**src/fcrm_consts.vh**
```
`ifndef FCRM_CONSTS_VH
`define FCRM_CONSTS_VH
// Avalon word offsets (byte address = 4 * index)
`define FCRM_IDX_MSR        3'h0
`define FCRM_IDX_DATA       3'h1
`define FCRM_IDX_DRVOUT     3'h2
`define FCRM_IDX_DSR        3'h3
`define FCRM_IDX_CFG        3'h4
`define FCRM_IDX_SR2        3'h5
`define FCRM_IDX_SR3        3'h6
`define FCRM_IDX_SPEC       3'h7
// Main status fields
`define FCRM_MSR_REQ        7
`define FCRM_MSR_DIR        6
`define FCRM_MSR_BUSY       4
// Drive output register fields
`define FCRM_DRVOUT_RESET_N 2
`define FCRM_DRVOUT_DMAEN   3
`define FCRM_DRVOUT_RST     8'h00
// Rate select register reset bit
`define FCRM_DSR_RESET      7
// Logical device config fields
`define FCRM_CFG_IDENT      3
`define FCRM_CFG_ENC        2
`define FCRM_CFG_BURST      1
`define FCRM_CFG_RST        8'h0E
// Specify: bit 0 set selects non-DMA
`define FCRM_SPEC_NDMA      0
// Status byte field positions
`define FCRM_SR2_CTLMARK    6
`define FCRM_SR2_CRCERR     5
`define FCRM_SR2_WRONGCYL   4
`define FCRM_SR2_BADTRK     1
`define FCRM_SR2_NOMARK     0
`define FCRM_SR3_WP         6
`define FCRM_SR3_TZERO      4
`define FCRM_SR3_HEAD       2
`define FCRM_SR3_ONES       8'h28
`define FCRM_BAD_TRACK      8'hFF
// Mode encodings {ident, enc}
`define FCRM_MODE_FIRST_A   2'b11
`define FCRM_MODE_FIRST_B   2'b10
`define FCRM_MODE_SECOND    2'b01
`define FCRM_MODE_THIRD     2'b00
// Byte processing latency in cycles
`define FCRM_PROC_CYC       4'h4
// Opcode values, compared on the low 5 bits
`define FCRM_OPC_SPECIFY    5'h03
`define FCRM_OPC_CONFIGURE  5'h13
`define FCRM_OPC_SENSE_INT  5'h08
`define FCRM_OPC_READ       5'h06
`define FCRM_OPC_READ_DEL   5'h0C
`endif

```
**src/fcrm_top.v**
```verilog
// Function
// - Control mark set when read meets the opposite kind of data mark.
// - Data field CRC failure sets third status byte bit 5.
// - Sector ID track differing from held track sets wrong cylinder.
// - Mismatching ID track equal to FF sets bad track bit.
// - No data mark of either kind sets missing data mark bit.
// - Unused status bits read fixed: SR2 7,3,2 zero; SR3 7 zero, 5,3 one.
// - Fourth byte mirrors write protect, track zero, head, drive selects.
// - Resets: external control, output register, rate register, power on.
// - Any reset aborts operations and returns to idle.
// - Leaving reset clears registers and configure data, enables polling.
// - Hardware reset spares specify data, sets output register reset.
// - Software resets reset core; rate bit self clears; output bit wins.
// - Bits 3 and 2 of config register select compatibility mode.
// - First mode: DMA enable gates interrupt and DMA, density active high.
// - Second mode: DMA enable ignored, always enabled, density active high.
// - Third mode: DMA enable gates, density select active low.
// - DMA unless specify sets the non-DMA bit; request starts each transfer.
// - Config bit 1 selects burst DMA, else single transfer.
// - After reset enter command phase; host writes opcode then parameters.
// - Request drops per byte, returns per parameter, low after last.
// - Data FIFO kept disabled throughout the command phase.
// - Status bytes delivered through data register in result phase.
`timescale 1ns/1ns
`default_nettype none
`include "fcrm_consts.vh"
module fcrm_top (
  // Clock and reset
  input  wire       clk,
  input  wire       rst_n,
  // Avalon-MM slave
  input  wire [2:0] avs_address,
  input  wire       avs_read,
  input  wire       avs_write,
  input  wire [7:0] avs_writedata,
  output reg  [7:0] avs_readdata,
  output reg        avs_waitrequest,
  // External reset control and pin
  input  wire       external_reset_ctl_bit,
  output reg        external_reset_pin_n,
  // Drive cable
  input  wire       write_protect_n,
  input  wire       track_zero_input_n,
  output reg        head_select_output,
  output reg        drive_select_zero_n,
  output reg        drive_select_one_n,
  output reg        density_select_out,
  input  wire       high_density,
  // Data path events from read logic
  input  wire       sector_done,
  input  wire       read_deleted_cmd,
  input  wire       found_data_mark,
  input  wire       found_deleted_mark,
  input  wire       data_crc_bad,
  input  wire [7:0] id_track,
  input  wire [7:0] held_track,
  input  wire       head_sel,
  input  wire [1:0] drive_sel,
  // DMA and interrupt outputs and inputs
  output reg        dma_request,
  input  wire       dma_ack,
  output reg        dma_burst,
  output reg        irq_out,
  input  wire       irq_event,
  // Core status outputs
  output reg        fifo_enable,
  output reg        polling_enable,
  output reg        core_in_reset
);
  // ==========================================================
  // Pin synchronisers
  wire wp_s;
  wire t0_s;
  wire ext_s;
  fcrm_sync u_sync_wp (
    .clk   (clk),
    .rst_n (rst_n),
    .d_in  (~write_protect_n),
    .q_out (wp_s)
  );
  fcrm_sync u_sync_t0 (
    .clk   (clk),
    .rst_n (rst_n),
    .d_in  (~track_zero_input_n),
    .q_out (t0_s)
  );
  fcrm_sync u_sync_ext (
    .clk   (clk),
    .rst_n (rst_n),
    .d_in  (external_reset_ctl_bit),
    .q_out (ext_s)
  );

  // ==========================================================
  // Registers
  localparam PH_CMD  = 2'b00;
  localparam PH_PROC = 2'b01;
  localparam PH_EXEC = 2'b10;
  localparam PH_RES  = 2'b11;

  reg  [7:0] drvout_reg;
  reg        dsr_rst_reg;
  reg  [7:0] cfg_reg;
  reg  [7:0] spec_reg;
  reg  [7:0] sr2_reg;
  reg  [1:0] phase_reg;
  reg  [3:0] proc_cnt_reg;
  reg  [2:0] byte_cnt_reg;
  reg  [2:0] need_reg;
  reg  [1:0] res_cnt_reg;
  reg        req_reg;
  reg        dir_reg;
  reg        invalid_reg;
  reg  [7:0] st0_reg;
  reg        polling_reg;
  reg        fifo_cfg_reg;
  wire [7:0] pm_rdata;

  wire       soft_rst = ~drvout_reg[`FCRM_DRVOUT_RESET_N] | dsr_rst_reg;
  wire       core_rst = soft_rst | ext_s;
  wire [1:0] mode     = {cfg_reg[`FCRM_CFG_IDENT], cfg_reg[`FCRM_CFG_ENC]};
  wire       is_second = (mode == `FCRM_MODE_SECOND);
  wire       is_third  = (mode == `FCRM_MODE_THIRD);
  wire       gate_en  = is_second | drvout_reg[`FCRM_DRVOUT_DMAEN];
  wire       dma_mode = ~spec_reg[`FCRM_SPEC_NDMA];

  wire       acc      = avs_read | avs_write;
  wire       bus_go   = acc & avs_waitrequest;
  wire       wr_go    = bus_go & avs_write;
  wire       rd_go    = bus_go & avs_read;
  wire       cmd_wr   = wr_go && (avs_address == `FCRM_IDX_DATA) &&
                        (phase_reg == PH_CMD) && req_reg && !dir_reg;
  wire       res_rd   = rd_go && (avs_address == `FCRM_IDX_DATA) &&
                        (phase_reg == PH_RES);

  // Parameter count per opcode
  reg  [2:0] opc_need;
  reg        opc_ok;
  always @* begin
    opc_need = 3'h0;
    opc_ok   = 1'b1;
    case (avs_writedata[4:0])
      `FCRM_OPC_SPECIFY:   opc_need = 3'h2;
      `FCRM_OPC_CONFIGURE: opc_need = 3'h3;
      `FCRM_OPC_SENSE_INT: opc_need = 3'h0;
      `FCRM_OPC_READ:      opc_need = 3'h7;
      `FCRM_OPC_READ_DEL:  opc_need = 3'h7;
      default:             opc_ok   = 1'b0;
    endcase
  end

  fcrm_parmem u_parmem (
    .clk   (clk),
    .we    (cmd_wr),
    .waddr (byte_cnt_reg),
    .wdata (avs_writedata),
    .raddr (3'h0),
    .rdata (pm_rdata)
  );

  // ==========================================================
  // Third and fourth status bytes
  wire       trk_diff = (id_track != held_track);
  wire [7:0] sr2_next;
  assign sr2_next[7] = 1'b0;
  assign sr2_next[`FCRM_SR2_CTLMARK] =
    (found_data_mark & read_deleted_cmd) |
    (found_deleted_mark & ~read_deleted_cmd);
  assign sr2_next[`FCRM_SR2_CRCERR] = data_crc_bad;
  assign sr2_next[`FCRM_SR2_WRONGCYL] = trk_diff;
  assign sr2_next[3:2] = 2'b00;
  assign sr2_next[`FCRM_SR2_BADTRK] =
    trk_diff & (id_track == `FCRM_BAD_TRACK);
  assign sr2_next[`FCRM_SR2_NOMARK] =
    ~found_data_mark & ~found_deleted_mark;

  wire [7:0] sr3 = `FCRM_SR3_ONES | {1'b0, wp_s, 1'b0, t0_s, 1'b0,
                   head_select_output, ~drive_select_one_n,
                   ~drive_select_zero_n};

  // ==========================================================
  // Reset sources and host registers
  always @(posedge clk or negedge rst_n) begin
    if (!rst_n) begin
      drvout_reg  <= `FCRM_DRVOUT_RST;
      dsr_rst_reg <= 1'b0;
      cfg_reg     <= `FCRM_CFG_RST;
      spec_reg    <= 8'h00;
    end else begin
      if (ext_s) begin
        drvout_reg  <= `FCRM_DRVOUT_RST;
        dsr_rst_reg <= 1'b0;
      end else begin
        dsr_rst_reg <= 1'b0;
        if (wr_go && avs_address == `FCRM_IDX_DRVOUT) begin
          drvout_reg <= avs_writedata;
        end else if (wr_go && avs_address == `FCRM_IDX_DSR) begin
          dsr_rst_reg <= avs_writedata[`FCRM_DSR_RESET];
        end
      end
      if (wr_go && avs_address == `FCRM_IDX_CFG) begin
        cfg_reg <= avs_writedata;
      end
      // Second specify parameter carries the non-DMA bit
      if (cmd_wr && byte_cnt_reg == 3'h2 &&
          pm_rdata[4:0] == `FCRM_OPC_SPECIFY) begin
        spec_reg <= avs_writedata;
      end else if (wr_go && avs_address == `FCRM_IDX_SPEC) begin
        spec_reg <= avs_writedata;
      end
    end
  end

  // ==========================================================
  // Command phase sequencer
  always @(posedge clk or negedge rst_n) begin
    if (!rst_n) begin
      phase_reg    <= PH_CMD;
      proc_cnt_reg <= 4'h0;
      byte_cnt_reg <= 3'h0;
      need_reg     <= 3'h0;
      res_cnt_reg  <= 2'h0;
      req_reg      <= 1'b0;
      dir_reg      <= 1'b0;
      invalid_reg  <= 1'b0;
      st0_reg      <= 8'h00;
      sr2_reg      <= 8'h00;
      polling_reg  <= 1'b1;
      fifo_cfg_reg <= 1'b0;
    end else if (core_rst) begin
      phase_reg    <= PH_CMD;
      proc_cnt_reg <= 4'h0;
      byte_cnt_reg <= 3'h0;
      need_reg     <= 3'h0;
      res_cnt_reg  <= 2'h0;
      req_reg      <= 1'b0;
      dir_reg      <= 1'b0;
      invalid_reg  <= 1'b0;
      st0_reg      <= 8'h00;
      sr2_reg      <= 8'h00;
      polling_reg  <= 1'b1;
      fifo_cfg_reg <= 1'b0;
    end else begin
      if (sector_done) begin
        sr2_reg <= sr2_next;
      end
      case (phase_reg)
        PH_CMD: begin
          req_reg <= 1'b1;
          dir_reg <= 1'b0;
          if (cmd_wr) begin
            req_reg      <= 1'b0;
            phase_reg    <= PH_PROC;
            proc_cnt_reg <= `FCRM_PROC_CYC;
            if (byte_cnt_reg == 3'h0) begin
              need_reg    <= opc_need;
              invalid_reg <= ~opc_ok;
            end
          end
        end
        PH_PROC: begin
          if (proc_cnt_reg != 4'h0) begin
            proc_cnt_reg <= proc_cnt_reg - 4'h1;
          end else if (invalid_reg) begin
            st0_reg      <= 8'h80;
            byte_cnt_reg <= 3'h0;
            phase_reg    <= PH_RES;
            res_cnt_reg  <= 2'h0;
            req_reg      <= 1'b1;
            dir_reg      <= 1'b1;
          end else if (byte_cnt_reg != need_reg) begin
            byte_cnt_reg <= byte_cnt_reg + 3'h1;
            phase_reg    <= PH_CMD;
          end else begin
            byte_cnt_reg <= 3'h0;
            req_reg      <= 1'b0;
            if (pm_rdata[4:0] == `FCRM_OPC_CONFIGURE) begin
              polling_reg  <= 1'b0;
              fifo_cfg_reg <= 1'b1;
            end
            if (pm_rdata[4:0] == `FCRM_OPC_READ ||
                pm_rdata[4:0] == `FCRM_OPC_READ_DEL) begin
              phase_reg <= PH_EXEC;
            end else if (pm_rdata[4:0] == `FCRM_OPC_SENSE_INT) begin
              st0_reg     <= 8'h00;
              phase_reg   <= PH_RES;
              res_cnt_reg <= 2'h0;
              req_reg     <= 1'b1;
              dir_reg     <= 1'b1;
            end else begin
              phase_reg <= PH_CMD;
            end
          end
        end
        PH_EXEC: begin
          if (sector_done) begin
            phase_reg   <= PH_RES;
            res_cnt_reg <= 2'h0;
            req_reg     <= 1'b1;
            dir_reg     <= 1'b1;
          end
        end
        default: begin
          if (res_rd) begin
            res_cnt_reg <= res_cnt_reg + 2'h1;
            if (res_cnt_reg == 2'h2) begin
              phase_reg <= PH_CMD;
              req_reg   <= 1'b1;
              dir_reg   <= 1'b0;
            end
          end
        end
      endcase
    end
  end

  // ==========================================================
  // Avalon slave: one wait cycle then answer
  always @(posedge clk or negedge rst_n) begin
    if (!rst_n) begin
      avs_waitrequest <= 1'b1;
      avs_readdata    <= 8'h00;
    end else begin
      avs_waitrequest <= ~(acc & avs_waitrequest);
      if (rd_go) begin
        if (avs_address == `FCRM_IDX_MSR) begin
          avs_readdata <= {req_reg, dir_reg, 1'b0,
                           (phase_reg != PH_CMD), 4'h0};
        end else if (avs_address == `FCRM_IDX_DATA) begin
          if (phase_reg != PH_RES) begin
            avs_readdata <= 8'h00;
          end else if (res_cnt_reg == 2'h0) begin
            avs_readdata <= st0_reg;
          end else if (res_cnt_reg == 2'h1) begin
            avs_readdata <= sr2_reg;
          end else begin
            avs_readdata <= sr3;
          end
        end else if (avs_address == `FCRM_IDX_DRVOUT) begin
          avs_readdata <= drvout_reg;
        end else if (avs_address == `FCRM_IDX_CFG) begin
          avs_readdata <= cfg_reg;
        end else if (avs_address == `FCRM_IDX_SR2) begin
          avs_readdata <= sr2_reg;
        end else if (avs_address == `FCRM_IDX_SR3) begin
          avs_readdata <= sr3;
        end else if (avs_address == `FCRM_IDX_SPEC) begin
          avs_readdata <= spec_reg;
        end else begin
          avs_readdata <= 8'h00;
        end
      end
    end
  end

  // ==========================================================
  // Drive, DMA and status outputs
  always @(posedge clk or negedge rst_n) begin
    if (!rst_n) begin
      external_reset_pin_n <= 1'b0;
      head_select_output   <= 1'b0;
      drive_select_zero_n  <= 1'b1;
      drive_select_one_n   <= 1'b1;
      density_select_out   <= 1'b1;
      dma_request          <= 1'b0;
      dma_burst            <= 1'b0;
      irq_out              <= 1'b0;
      fifo_enable          <= 1'b0;
      polling_enable       <= 1'b0;
      core_in_reset        <= 1'b1;
    end else begin
      external_reset_pin_n <= ~ext_s;
      core_in_reset        <= core_rst;
      head_select_output   <= head_sel;
      drive_select_zero_n  <= ~(drive_sel == 2'b00);
      drive_select_one_n   <= ~(drive_sel == 2'b01);
      density_select_out   <= is_third ? ~high_density :
                              high_density;
      dma_burst            <= cfg_reg[`FCRM_CFG_BURST];
      fifo_enable          <= fifo_cfg_reg & ~core_rst &
                              (phase_reg == PH_EXEC);
      polling_enable       <= polling_reg & ~core_rst;
      irq_out              <= gate_en & ~core_rst &
                              (irq_event | (phase_reg == PH_RES));
      if (core_rst || !gate_en || !dma_mode || phase_reg != PH_EXEC) begin
        dma_request <= 1'b0;
      end else if (dma_ack && !cfg_reg[`FCRM_CFG_BURST]) begin
        dma_request <= 1'b0;
      end else begin
        dma_request <= 1'b1;
      end
    end
  end
endmodule
`default_nettype wire

```
**src/fcrm_sync.v**
```verilog
`timescale 1ns/1ns
`default_nettype none
module fcrm_sync (
  // Clock and reset
  input  wire clk,
  input  wire rst_n,
  // Data
  input  wire d_in,
  output reg  q_out
);
  reg meta_reg;
  always @(posedge clk or negedge rst_n) begin
    if (!rst_n) begin
      meta_reg <= 1'b0;
      q_out    <= 1'b0;
    end else begin
      meta_reg <= d_in;
      q_out    <= meta_reg;
    end
  end
endmodule
`default_nettype wire

```
**src/fcrm_parmem.v**
```verilog
`timescale 1ns/1ns
`default_nettype none
// Small store of command bytes, registered read data
module fcrm_parmem (
  // Clock
  input  wire       clk,
  // Write port
  input  wire       we,
  input  wire [2:0] waddr,
  input  wire [7:0] wdata,
  // Read port
  input  wire [2:0] raddr,
  output reg  [7:0] rdata
);
  reg [7:0] mem [0:7];
  always @(posedge clk) begin
    if (we) begin
      mem[waddr] <= wdata;
    end
    rdata <= mem[raddr];
  end
endmodule
`default_nettype wire

```
**config.mk**
```make
export PLATFORM = sky130hd
export DESIGN_NAME = fcrm_top
export DESIGN_NICKNAME = d
export VERILOG_FILES = /design/src/fcrm_top.v /design/src/fcrm_sync.v /design/src/fcrm_parmem.v
export VERILOG_INCLUDE_DIRS = /design/src /design/src/src
export SDC_FILE = /design/constraint.sdc
export NUM_CORES = 1
export LEC_CHECK = 0
export BUFFER_PORTS_ARGS = -buffer_cell sky130_fd_sc_hd__buf_2
export CORE_ASPECT_RATIO = 1.75
export CORE_UTILIZATION = 45
export DETAILED_ROUTE_END_ITERATION = 8
export PLACE_DENSITY = 0.68
export SYNTH_ARGS = -nofsm -noshare
export SYNTH_HDL_FRONTEND = slang
export SYNTH_SLANG_ARGS = --single-unit
```
**constraint.sdc**
```tcl
create_clock -name clk -period 1.86 [get_ports clk]
set_input_delay 0.279 -clock clk [delete_from_list [all_inputs] [get_ports clk]]
set_output_delay 0.279 -clock clk [all_outputs]
set_load 0.03 [all_outputs]
```
==> results.py, run 1 <==
metrics = {
    "sta": {
        "rsz0062_at_grt": "yes",
        "drv_slew": 0,
        "whs_ns": 0.0497,
        "timing.final.ws_setup_ns": 0.00139,
        "finalCriticalPeriod_ns": 1.86,
        "tightest_slew_ns": 0.578,
        "fin_skew_ns": 0.00384,
        "relSlewSlack_pct": 60.9,
        "finalCritPeriodShare_pct": 99.9,
        "setup_violations": 0,
        "fmax_ghz": 0.538,
        "finalHoldViolCount": 0,
    },
    "power_and_ir_drop": {
        "peakVddDrop_mv": 0.645,
        "p_leak_nw": 2.53,
        "power_density_nw_per_um2": 866,
    },
    "routing": {
        "drc_errors": 0,
        "vias": 3573,
        "ant_nets": 0,
        "drtIter0Drc": 226,
        "viasPerCell": 5.58,
        "drt-wirelength-per-cell_um": 17.8,
        "dr.pass1.iters": 6,
        "drt_wl_total_mm": 11.4,
    },
    "synth": {
        "ys_top_cells_by_count": "67 x dfrtp_1, 36 x nand2_1, 29 x nor2_1",
        "mappedNetlistArea_sq_um": 4250,
        "synth_seq_cells": 86,
        "yosys.area.top_type": "dfrtp_1",
        "synth_top_flop_cell": "dfrtp_1",
        "synth_warnings": 0,
        "synth-seq-area-share_pct": 50.9,
        "synth_area_leaders": "dfrtp_1 39%, dfstp_2 5.6%, mux2_2 4.5%",
        "yosysUniqueCellTypes": 63,
        "postSynthAreaPerCell_sq_um": 10.6,
        "syn_nets": 457,
        "synth_edf_count": 5,
        "synth.most_common_cell": "dfrtp_1",
        "yosys.area.top_type_share_pct": 39.4,
        "async_flop_share_pct": 88.4,
        "syn_inst": 401,
    },
    "floorplanning": {
        "start_util_pct": 46.8,
        "core_area_sq_um": 9090,
        "die_w_um": 75.5,
        "die_h_um": 131,
        "dieArea_sq_um": 9860,
        "num_rows": 46,
        "ioPinCount": 65,
    },
    "final_layout": {
        "nNetsFinal": 571,
        "multi_input_area_sq_um": 2010,
        "nFillCells": 789,
        "drive_above_1_share_pct": 36.5,
        "fin_util_pct": 60.5,
        "stdcell_area_sq_um": 5500,
        "diodes": 0,
        "flow.area_growth_from_synthesis_pct": 29.5,
        "seqCellArea_sq_um": 2160,
    },
    "place": {
        "dpl_cell_area_sq_um": 5060,
        "io_buffers": 64,
        "place_hpwl_mm": 8.79,
        "gp_congestion": 0.920,
        "pre_cts_ws_ns": -0.0320,
    },
    "setup_path": {
        "critPathMaxFanout": 5,
        "worstPathBufferInverterCount": 2,
        "worstPathCellList": "inv_2 > ha_4 > or3_1 > a41o_1 > nand3_2 > buf_6 > o211ai_1 > o31ai_2",
        "setup.worst_path.class": "flip-flop to flip-flop",
        "startpoint_type": "flip-flop",
        "crit_family": "simple AND/OR/NAND/NOR gates",
        "end_kind": "flip-flop",
        "crit_arrival_ns": 2.10,
        "slowest_delay_ns": 0.44,
        "worst_path_max_delay_cell": "dfrtp_1",
        "required_ns": 2.10,
    },
    "grt": {
        "grt_use_total_pct": 25.1,
        "grt_overflow": 0,
        "grt_pass1_wl_mm": 17.8,
        "grt_max_degree": 29,
        "grt_pass1_vias": 3620,
        "antenna_found_initial": 0,
    },
    "run_status": {
        "status": "complete, no violations",
    },
    "cts": {
        "clock_path_buffers": 2,
        "clkLatencyLatePin_ns": 0.34,
        "cts_sinks": 86,
        "clock-root-buffer": "clkbuf_16",
        "cts.reportedPaths.clkPinSlew_ns": 0.06,
        "htree_levels": 3,
        "cts_tree": "yes",
        "cts_buffers": 9,
    },
    "min_path": {
        "min_path_type": "input port to flip-flop",
    },
    "run": {
        "drv_cap": 0,
    },
}
[per-layer routing]
metal | part of all wire [%] | vias to the layer above | track usage (%)
met5 | 0 | - | 0
met3 | 4.1 | 37 | 5.60
met1 | 38 | 1727 | 26.9
met2 | 54 | 138 | 44.4
met4 | 4.7 | 0 | 13.6
li1 | - | 1671 | -
[report_power, final]
part / total (W) / switching (W) / internal [W]
Combinational: 0.000634 / 0.000360 / 0.000274
Clock: 0.00196 / 0.000709 / 0.00125
Sequential: 0.00218 / 0.000108 / 0.00207
[per-stage QoR]
stage	cells	power (W)	TNS (ns)
4_1_cts	639	0.00479	0
3_3_place_gp	620	0.00282	-0.0357
2_1_floorplan	401	0.00255	0
3_5_place_dp	620	0.00284	-0.0897
6_report	640	0.00477	0
5_1_grt	640	0.00493	-0.326
[cell usage in the layout, fill, tap and decap left out, types with 3 or more instances in the layout]
master / n
mux2i_1: 9
and3_1: 5
nand2b_1: 5
dfstp_2: 9
ha_1: 7
buf_2: 63
nor3b_2: 3
o31ai_1: 5
dfxtp_1: 5
nor2_1: 29
ha_2: 3
o211ai_1: 5
a22o_1: 9
inv_1: 21
buf_4: 53
xnor2_1: 10
inv_2: 4
nor2b_1: 4
a21oi_1: 14
a221oi_1: 3
mux2_2: 17
dfrtp_1: 66
o21ai_0: 14
a21o_1: 3
nand3b_1: 4
nand3_1: 9
mux4_2: 4
clkbuf_16: 9
nor3_1: 9
nand4_1: 8
nand2_1: 35
a31oi_1: 4
o21ai_1: 8
or3_1: 3
edfxtp_1: 5
[logic make-up (layout without fill, tap and decap cells)]
logic type | after synthesis | count (layout) | share of synthesized area (%)
AOI/OAI and AO/OA | 88 | 88 | 14.1
muxes | 30 | 30 | 8.74
DFF | 86 | 86 | 50.9
buffers and inverters | 41 | 160 | 3.71
and+or+nand+nor | 132 | 132 | 16.6
xor gates and xnor gates | 13 | 13 | 2.68
adders and majority gates | 11 | 11 | 3.24
[worst paths after layout]
check / start / endpoint / slack, ns / depth (start not counted)
hold reg to reg: u_parmem.mem[0][2]$_DFFE_PP_ / u_parmem.rdata[2]$_DFF_P_ / 0.34 / 0
setup reg to reg: phase_reg[1]$_DFFE_PN0P_ / dir_reg$_DFFE_PN0P_ / 0.001 / 8
min in group asynchronous: rst_n / avs_readdata[4]$_DFFE_PN0P_ / 0.41 / 2
hold / removal: head_sel / head_select_output$_DFF_PN0_ / 0.05 / 1
max in group asynchronous: rst_n / drive_select_one_n$_DFF_PN1_ / 0.85 / 3
setup / recovery: phase_reg[1]$_DFFE_PN0P_ / dir_reg$_DFFE_PN0P_ / 0.001 / 8
[area by class of cell]
cell class	instances	area share [%]
repair buffers	119	13.7
clock buffers	13	4.73
flip-flops and latches	86	39.3
clock inverters	3	1.23
well taps	120	2.73
multi-input cells	274	36.6
inverters	25	1.70
[repair_timing]
action                                  CTS  global route
hold endpoints to repair                 23             0
setup buffers                             2             1
gates cloned                              0             0
endpoints found under the setup margin    5            18
pin swaps                                 1             3
resized for setup                         6            24
hold buffers                              1             0
Power figures use the tool's default switching activity.
==> run 2, diff against run 1 <==
PLACE_DENSITY = not set   (was 0.68)
SYNTH_HIERARCHICAL = 1   (was not set)
clock period = 2.2 ns   (was 1.86 ns; I/O delays follow)
==> run 2 against run 1 <==
Via count rose by 16%. Combinational power is 9.1% lower. Synthesized cell count up 18%. Utilization shrank 4.1 points. Fmax shrank 12%. Clock power rose by 43%. Clock skew grew 0.0042 ns. Critical endpoint is now spec_reg[0]$_DFFE_PN0P_. Global-route usage is 2.0 points lower. Sequential share of layout area is 6.5 points higher. First-iteration DRC count is 9.7% higher. Non-clock buffer count fell by 24. Power rose by 25%.
==> results.py, run 2 <==
metrics = {
    "power_and_ir_drop": {
        "power_density_nw_per_um2": 848,
        "pwr-share-comb_pct": 9.7,
        "peakVddDrop_mv": 0.576,
        "p_int_w": 0.00451,
        "swShare_pct": 24.2,
        "power.switching_w": 0.00144,
        "seqPwrFrac_pct": 43.3,
        "p_leak_nw": 2.99,
        "totalPowerFinal_w": 0.00595,
        "clkPwrFrac_pct": 47.0,
    },
    "grt": {
        "grt_pass1_wl_mm": 21.9,
        "grt_overflow": 0,
        "grt_max_degree": 43,
        "grt_use_total_pct": 23.1,
        "grt_pass1_vias": 4281,
        "antenna_found_initial": 0,
    },
    "final_layout": {
        "seqCellArea_sq_um": 3210,
        "diodes": 0,
        "flow.area_growth_from_synthesis_pct": 22.3,
        "nFillCells": 1111,
        "largest_reg_flops": 40,
        "final_common_cell": "dfrtp_1",
        "drive_above_1_share_pct": 29.4,
        "final_cell_mix": "67 x dfrtp_1, 63 x buf_2, 40 x edfxtp_1",
        "nNetsFinal": 623,
        "top_register": "u_parmem/mem",
        "multi_input_area_sq_um": 2320,
    },
    "sta": {
        "timing.final.ws_setup_ns": 0.0957,
        "drv_slew": 0,
        "fin_skew_ns": 0.00809,
        "rsz0062_at_grt": "yes",
        "finalCritPeriodShare_pct": 95.6,
        "tightest_slew_ns": 0.543,
        "setup_violations": 0,
        "finalHoldViolCount": 0,
        "fmax_ghz": 0.475,
        "finalCriticalPeriod_ns": 2.10,
        "relSlewSlack_pct": 63.8,
        "tns_ns": 0,
    },
    "run": {
        "drv_cap": 0,
    },
    "cts": {
        "cts_sinks": 121,
        "post-cts-setup-buffer-count": 0,
        "clkLatencyLatePin_ns": 0.41,
        "clock_path_buffers": 2,
        "htree_levels": 4,
        "cts.reportedPaths.clkPinSlew_ns": 0.06,
        "cts_tree": "yes",
        "clock-root-buffer": "clkbuf_16",
        "cts_buffers": 17,
    },
    "setup_path": {
        "end_kind": "flip-flop",
        "worst_path_max_delay_cell": "dfrtp_1",
        "required_ns": 2.49,
        "worstRegToRegCells": 7,
        "reg2reg_slack_ns": 0.1,
        "critPathMaxFanout": 8,
        "setup.worst_path.class": "flip-flop to flip-flop",
        "startpoint": "phase_reg[0]$_DFFE_PN0P_",
        "rr_startpoint": "phase_reg[0]$_DFFE_PN0P_",
        "startpoint_type": "flip-flop",
        "worstPathCellList": "inv_1 > ha_1 > and4bb_1 > and3b_1 > nand4b_1 > a21oi_4 > mux2_2",
        "crit_arrival_ns": 2.40,
        "rr_endpoint": "spec_reg[0]$_DFFE_PN0P_",
        "slowest_delay_ns": 0.39,
    },
    "routing": {
        "viasPerCell": 5.53,
        "vias": 4132,
        "met1_length_mm": 5.01,
        "dr.pass1.iters": 5,
        "drt_wl_total_mm": 13.9,
        "route.met2.wl_mm": 7.99,
        "drc_errors": 0,
        "drt-wirelength-per-cell_um": 18.6,
        "met3_length_um": 470,
        "highest_layer": "met4",
        "drtIter0Drc": 248,
        "ant_nets": 0,
    },
    "synth": {
        "mappedNetlistArea_sq_um": 5730,
        "syn_inst": 473,
        "synth_warnings": 6,
        "postSynthAreaPerCell_sq_um": 12.1,
    },
    "floorplanning": {
        "ioPinCount": 65,
        "core_area_sq_um": 12400,
        "num_rows": 54,
        "die_h_um": 151,
        "die_w_um": 87.3,
        "start_util_pct": 46.1,
        "dieArea_sq_um": 13200,
    },
    "run_status": {
        "status": "complete, no violations",
    },
    "place": {
        "io_buffers": 64,
        "pre_cts_ws_ns": 0.0907,
        "gp_congestion": 0.869,
        "place_hpwl_mm": 10.5,
    },
    "min_path": {
        "min_path_type": "input port to flip-flop",
        "min_to": "head_select_output$_DFF_PN0_",
        "min-delay-start": "head_sel",
        "whs_path_depth": 1,
    },
}
==> run 2: changes by cell type in the layout (fill, tap and decap cells not counted), sizes merged, moves of 5 or more <==
cell | before | now
inv | 25 | 30
edfxtp | 5 | 40
mux2 | 17 | 23
nor2 | 29 | 37
mux4 | 4 | 13
clkbuf | 13 | 20
buf | 118 | 94
==> run 2: metal layers <==
layer  up-vias  track usage [%]
met5         -                0
met4         0             11.2
met3        24             5.34
met2       122             43.9
met1      2058             22.8
li1       1928                -
==> run 2: what timing repair did <==
| item | 4_1_cts | 5_1_grt |
|---|---|---|
| hold endpoints to repair | 33 | 0 |
| endpoints found under the setup margin | 0 | 10 |
| resized for setup | 0 | 2 |
| hold buffers | 1 | 0 |
==> run 2: worst max-delay path by stage <==
stage,endpoint,slack (ns)
after global routing,spec_reg[5]$_DFFE_PN0P_,-0.003
final,spec_reg[0]$_DFFE_PN0P_,0.1
after detailed placement,spec_reg[0]$_DFFE_PN0P_,0.09
after global placement,res_cnt_reg[1]$_DFFE_PN0P_,0.17
after floorplan,spec_reg[0]$_DFFE_PN0P_,0.15
after CTS,spec_reg[0]$_DFFE_PN0P_,0.07
==> run 2: critical path: cells and delay by family (launching register included) <==
family / cells / cell delay (ns)
fa+ha+maj: 1 / 0.17
compound gates: 1 / 0.33
mux: 1 / 0.37
buf+inv: 1 / 0.11
simple gates: 3 / 0.61
flops: 1 / 0.39
==> run 2: power groups by stage <==
stage / logic (W) / clock network [W] / registers (W)
final: 0.000576 / 0.00280 / 0.00257
after global routing: 0.000629 / 0.00295 / 0.00259
after CTS: 0.000581 / 0.00285 / 0.00257
after detailed placement: 0.000577 / 0 / 0.00261
after global placement: 0.000563 / 0 / 0.00261
after floorplan: 0.000282 / 0 / 0.00268
==> run 2: per-stage QoR <==
| stage | cell area, sq um | std cells | utilization (%) | hold slack [ns] |
|---|---|---|---|---|
| floorplan | 5740 | 475 | - | 0.0344 |
| global placement | 6390 | 714 | 51.4 | 0.333 |
| detailed placement | 6390 | 714 | 51.4 | 0.340 |
| CTS | 7010 | 747 | 56.4 | 0.00898 |
| global route | 7010 | 747 | 56.4 | 0.00714 |
| finish | 7010 | 747 | 56.4 | 0.0197 |
==> run 2: cell type report <==
class	count	area share, %
clock inverters	12	1.94
clock buffers	20	6.67
flip-flops and latches	121	45.8
well taps	168	3.00
multi-input cells	306	33.1
repair buffers	95	8.14
inverters	25	1.34
==> run 3, diff against run 2 <==
PLACE_DENSITY = 0.66   (was not set)
SYNTH_HIERARCHICAL = not set   (was 1)
==> run 3 against run 2 <==
First-iteration DRC count shrank 5.2%. Via count is 17% lower. Power shrank 35%. Utilization rose by 0.14 points. Final area is 27% lower. Clock power is 47% lower. Count of clock-buffer cells in the layout shrank 9. Die area fell by 25%. Critical path type unchanged.
==> results.py, run 3 (synthesis gave the netlist of run 1 again) <==
metrics = {
    "run_status": {
        "status": "complete, no violations",
    },
    "floorplanning": {
        "start_util_pct": 46.8,
        "core_area_sq_um": 9090,
        "num_rows": 46,
        "die_h_um": 131,
        "ioPinCount": 65,
        "dieArea_sq_um": 9860,
        "die_w_um": 75.5,
    },
    "setup_path": {
        "critPathMaxFanout": 4,
        "end_kind": "flip-flop",
        "setup.worst_path.class": "flip-flop to flip-flop",
        "rr_startpoint": "proc_cnt_reg[0]$_DFFE_PN0P_",
        "startpoint": "proc_cnt_reg[0]$_DFFE_PN0P_",
        "startpoint_type": "flip-flop",
        "required_ns": 2.43,
        "crit_arrival_ns": 2.26,
    },
    "routing": {
        "dr.pass1.iters": 4,
        "drtIter0Drc": 235,
        "drc_errors": 0,
        "drt_wl_total_mm": 10.9,
        "viasPerCell": 5.65,
        "drt-wirelength-per-cell_um": 18.0,
        "vias": 3420,
        "ant_nets": 0,
    },
    "power_and_ir_drop": {
        "p_leak_nw": 2.33,
        "peakVddDrop_mv": 0.541,
        "power_density_nw_per_um2": 747,
    },
    "grt": {
        "grt_pass1_wl_mm": 17.3,
        "antenna_found_initial": 0,
        "grt_use_total_pct": 24.4,
        "grt_pass1_vias": 3430,
        "grt_overflow": 0,
        "grt_max_degree": 43,
    },
    "final_layout": {
        "seqCellArea_sq_um": 2160,
        "final_cell_mix": "67 x dfrtp_1, 63 x buf_2, 36 x nand2_1",
        "nFillCells": 836,
        "diodes": 0,
        "flow.area_growth_from_synthesis_pct": 21.0,
        "stdcell_area_sq_um": 5140,
        "fin_util_pct": 56.5,
        "multi_input_area_sq_um": 1940,
        "final_common_cell": "dfrtp_1",
        "drive_above_1_share_pct": 28.5,
        "nNetsFinal": 536,
    },
    "sta": {
        "fin_skew_ns": 0.00586,
        "finalHoldViolCount": 0,
        "setup_violations": 0,
        "rsz0062_at_grt": "no",
        "tightest_slew_ns": 0.668,
        "drv_slew": 0,
        "tns_ns": 0,
        "finalCritPeriodShare_pct": 92.3,
        "finalCriticalPeriod_ns": 2.03,
        "relSlewSlack_pct": 54.3,
        "fmax_ghz": 0.493,
        "timing.final.ws_setup_ns": 0.170,
    },
    "min_path": {
        "min_path_type": "input port to flip-flop",
        "min-delay-start": "external_reset_ctl_bit",
    },
    "run": {
        "drv_cap": 0,
    },
    "cts": {
        "clkLatencyLatePin_ns": 0.34,
        "cts_tree": "yes",
        "cts_sinks": 86,
        "clock-root-buffer": "clkbuf_16",
        "cts_buffers": 9,
        "post-cts-setup-buffer-count": 0,
        "clock_path_buffers": 2,
        "cts.reportedPaths.clkPinSlew_ns": 0.06,
        "htree_levels": 3,
    },
    "place": {
        "place_hpwl_mm": 8.39,
        "dpl_cell_area_sq_um": 4830,
        "pre_cts_ws_ns": 0.149,
        "gp_congestion": 0.904,
        "io_buffers": 64,
    },
}
[run 3: critical path, stage by stage, from the launching register on]
cell and delay (ns):
dfrtp_1 0.41, inv_1 0.10, ha_1 0.20, or3b_2 0.47
nor3_1 0.24, o21ai_0 0.19, mux2_2 0.31
[run 3: what timing repair did]
action / in CTS / in global routing
endpoints found under the hold margin: 30 / 0
hold buffers: 1 / 0
setup endpoints to repair: 0 / 11
resized for setup: 0 / 2
[run 3: layout make-up]
| cell class | count | share of cell area [%] |
|---|---|---|
| sequential | 86 | 42.1 |
| multi-input combinational | 274 | 37.8 |
| timing repair buffer | 84 | 9.73 |
| clock buffer | 11 | 4.72 |
| tap | 120 | 2.92 |
| inverter | 25 | 1.82 |
| clock inverter | 5 | 0.973 |
[run 3: worst paths after layout]
check	to	slack [ns]	depth (start not counted)
max reg2reg	res_cnt_reg[0]$_DFFE_PN0P_	0.17	6
max in group asynchronous	cfg_reg[3]$_DFFE_PN1P_	1.07	3
max	res_cnt_reg[0]$_DFFE_PN0P_	0.17	6
min reg2reg	u_parmem.rdata[3]$_DFF_P_	0.34	0
min in group asynchronous	avs_readdata[4]$_DFFE_PN0P_	0.49	2
min	u_sync_ext.meta_reg$_DFF_PN0_	0.09	1
[run 3: power by group]
| group | switching, W | total, W | internal, W |
|---|---|---|---|
| clock network | 0.000579 | 0.00148 | 0.000901 |
| registers | 0.0000895 | 0.00184 | 0.00175 |
| logic | 0.000300 | 0.000524 | 0.000224 |
| total | 0.000969 | 0.00384 | 0.00287 |
[run 3: per-layer routing]
metal / GRT usage (%) / part of all wire (%) / vias to the layer above
met5: 0 / 0 / -
met4: 16.6 / 6.2 / 0
met3: 4.45 / 4.1 / 37
met2: 40.4 / 51 / 107
met1: 28.0 / 38 / 1658
li1: - / - / 1618
[run 3: stage by stage]
stage,hold slack [ns],power (W),std cells
2_1_floorplan,0.0344,0.00215,401
3_3_place_gp,0.310,0.00238,588
3_5_place_dp,0.314,0.00239,588
4_1_cts,0.0810,0.00388,605
5_1_grt,0.0776,0.00401,605
6_report,0.0888,0.00384,605
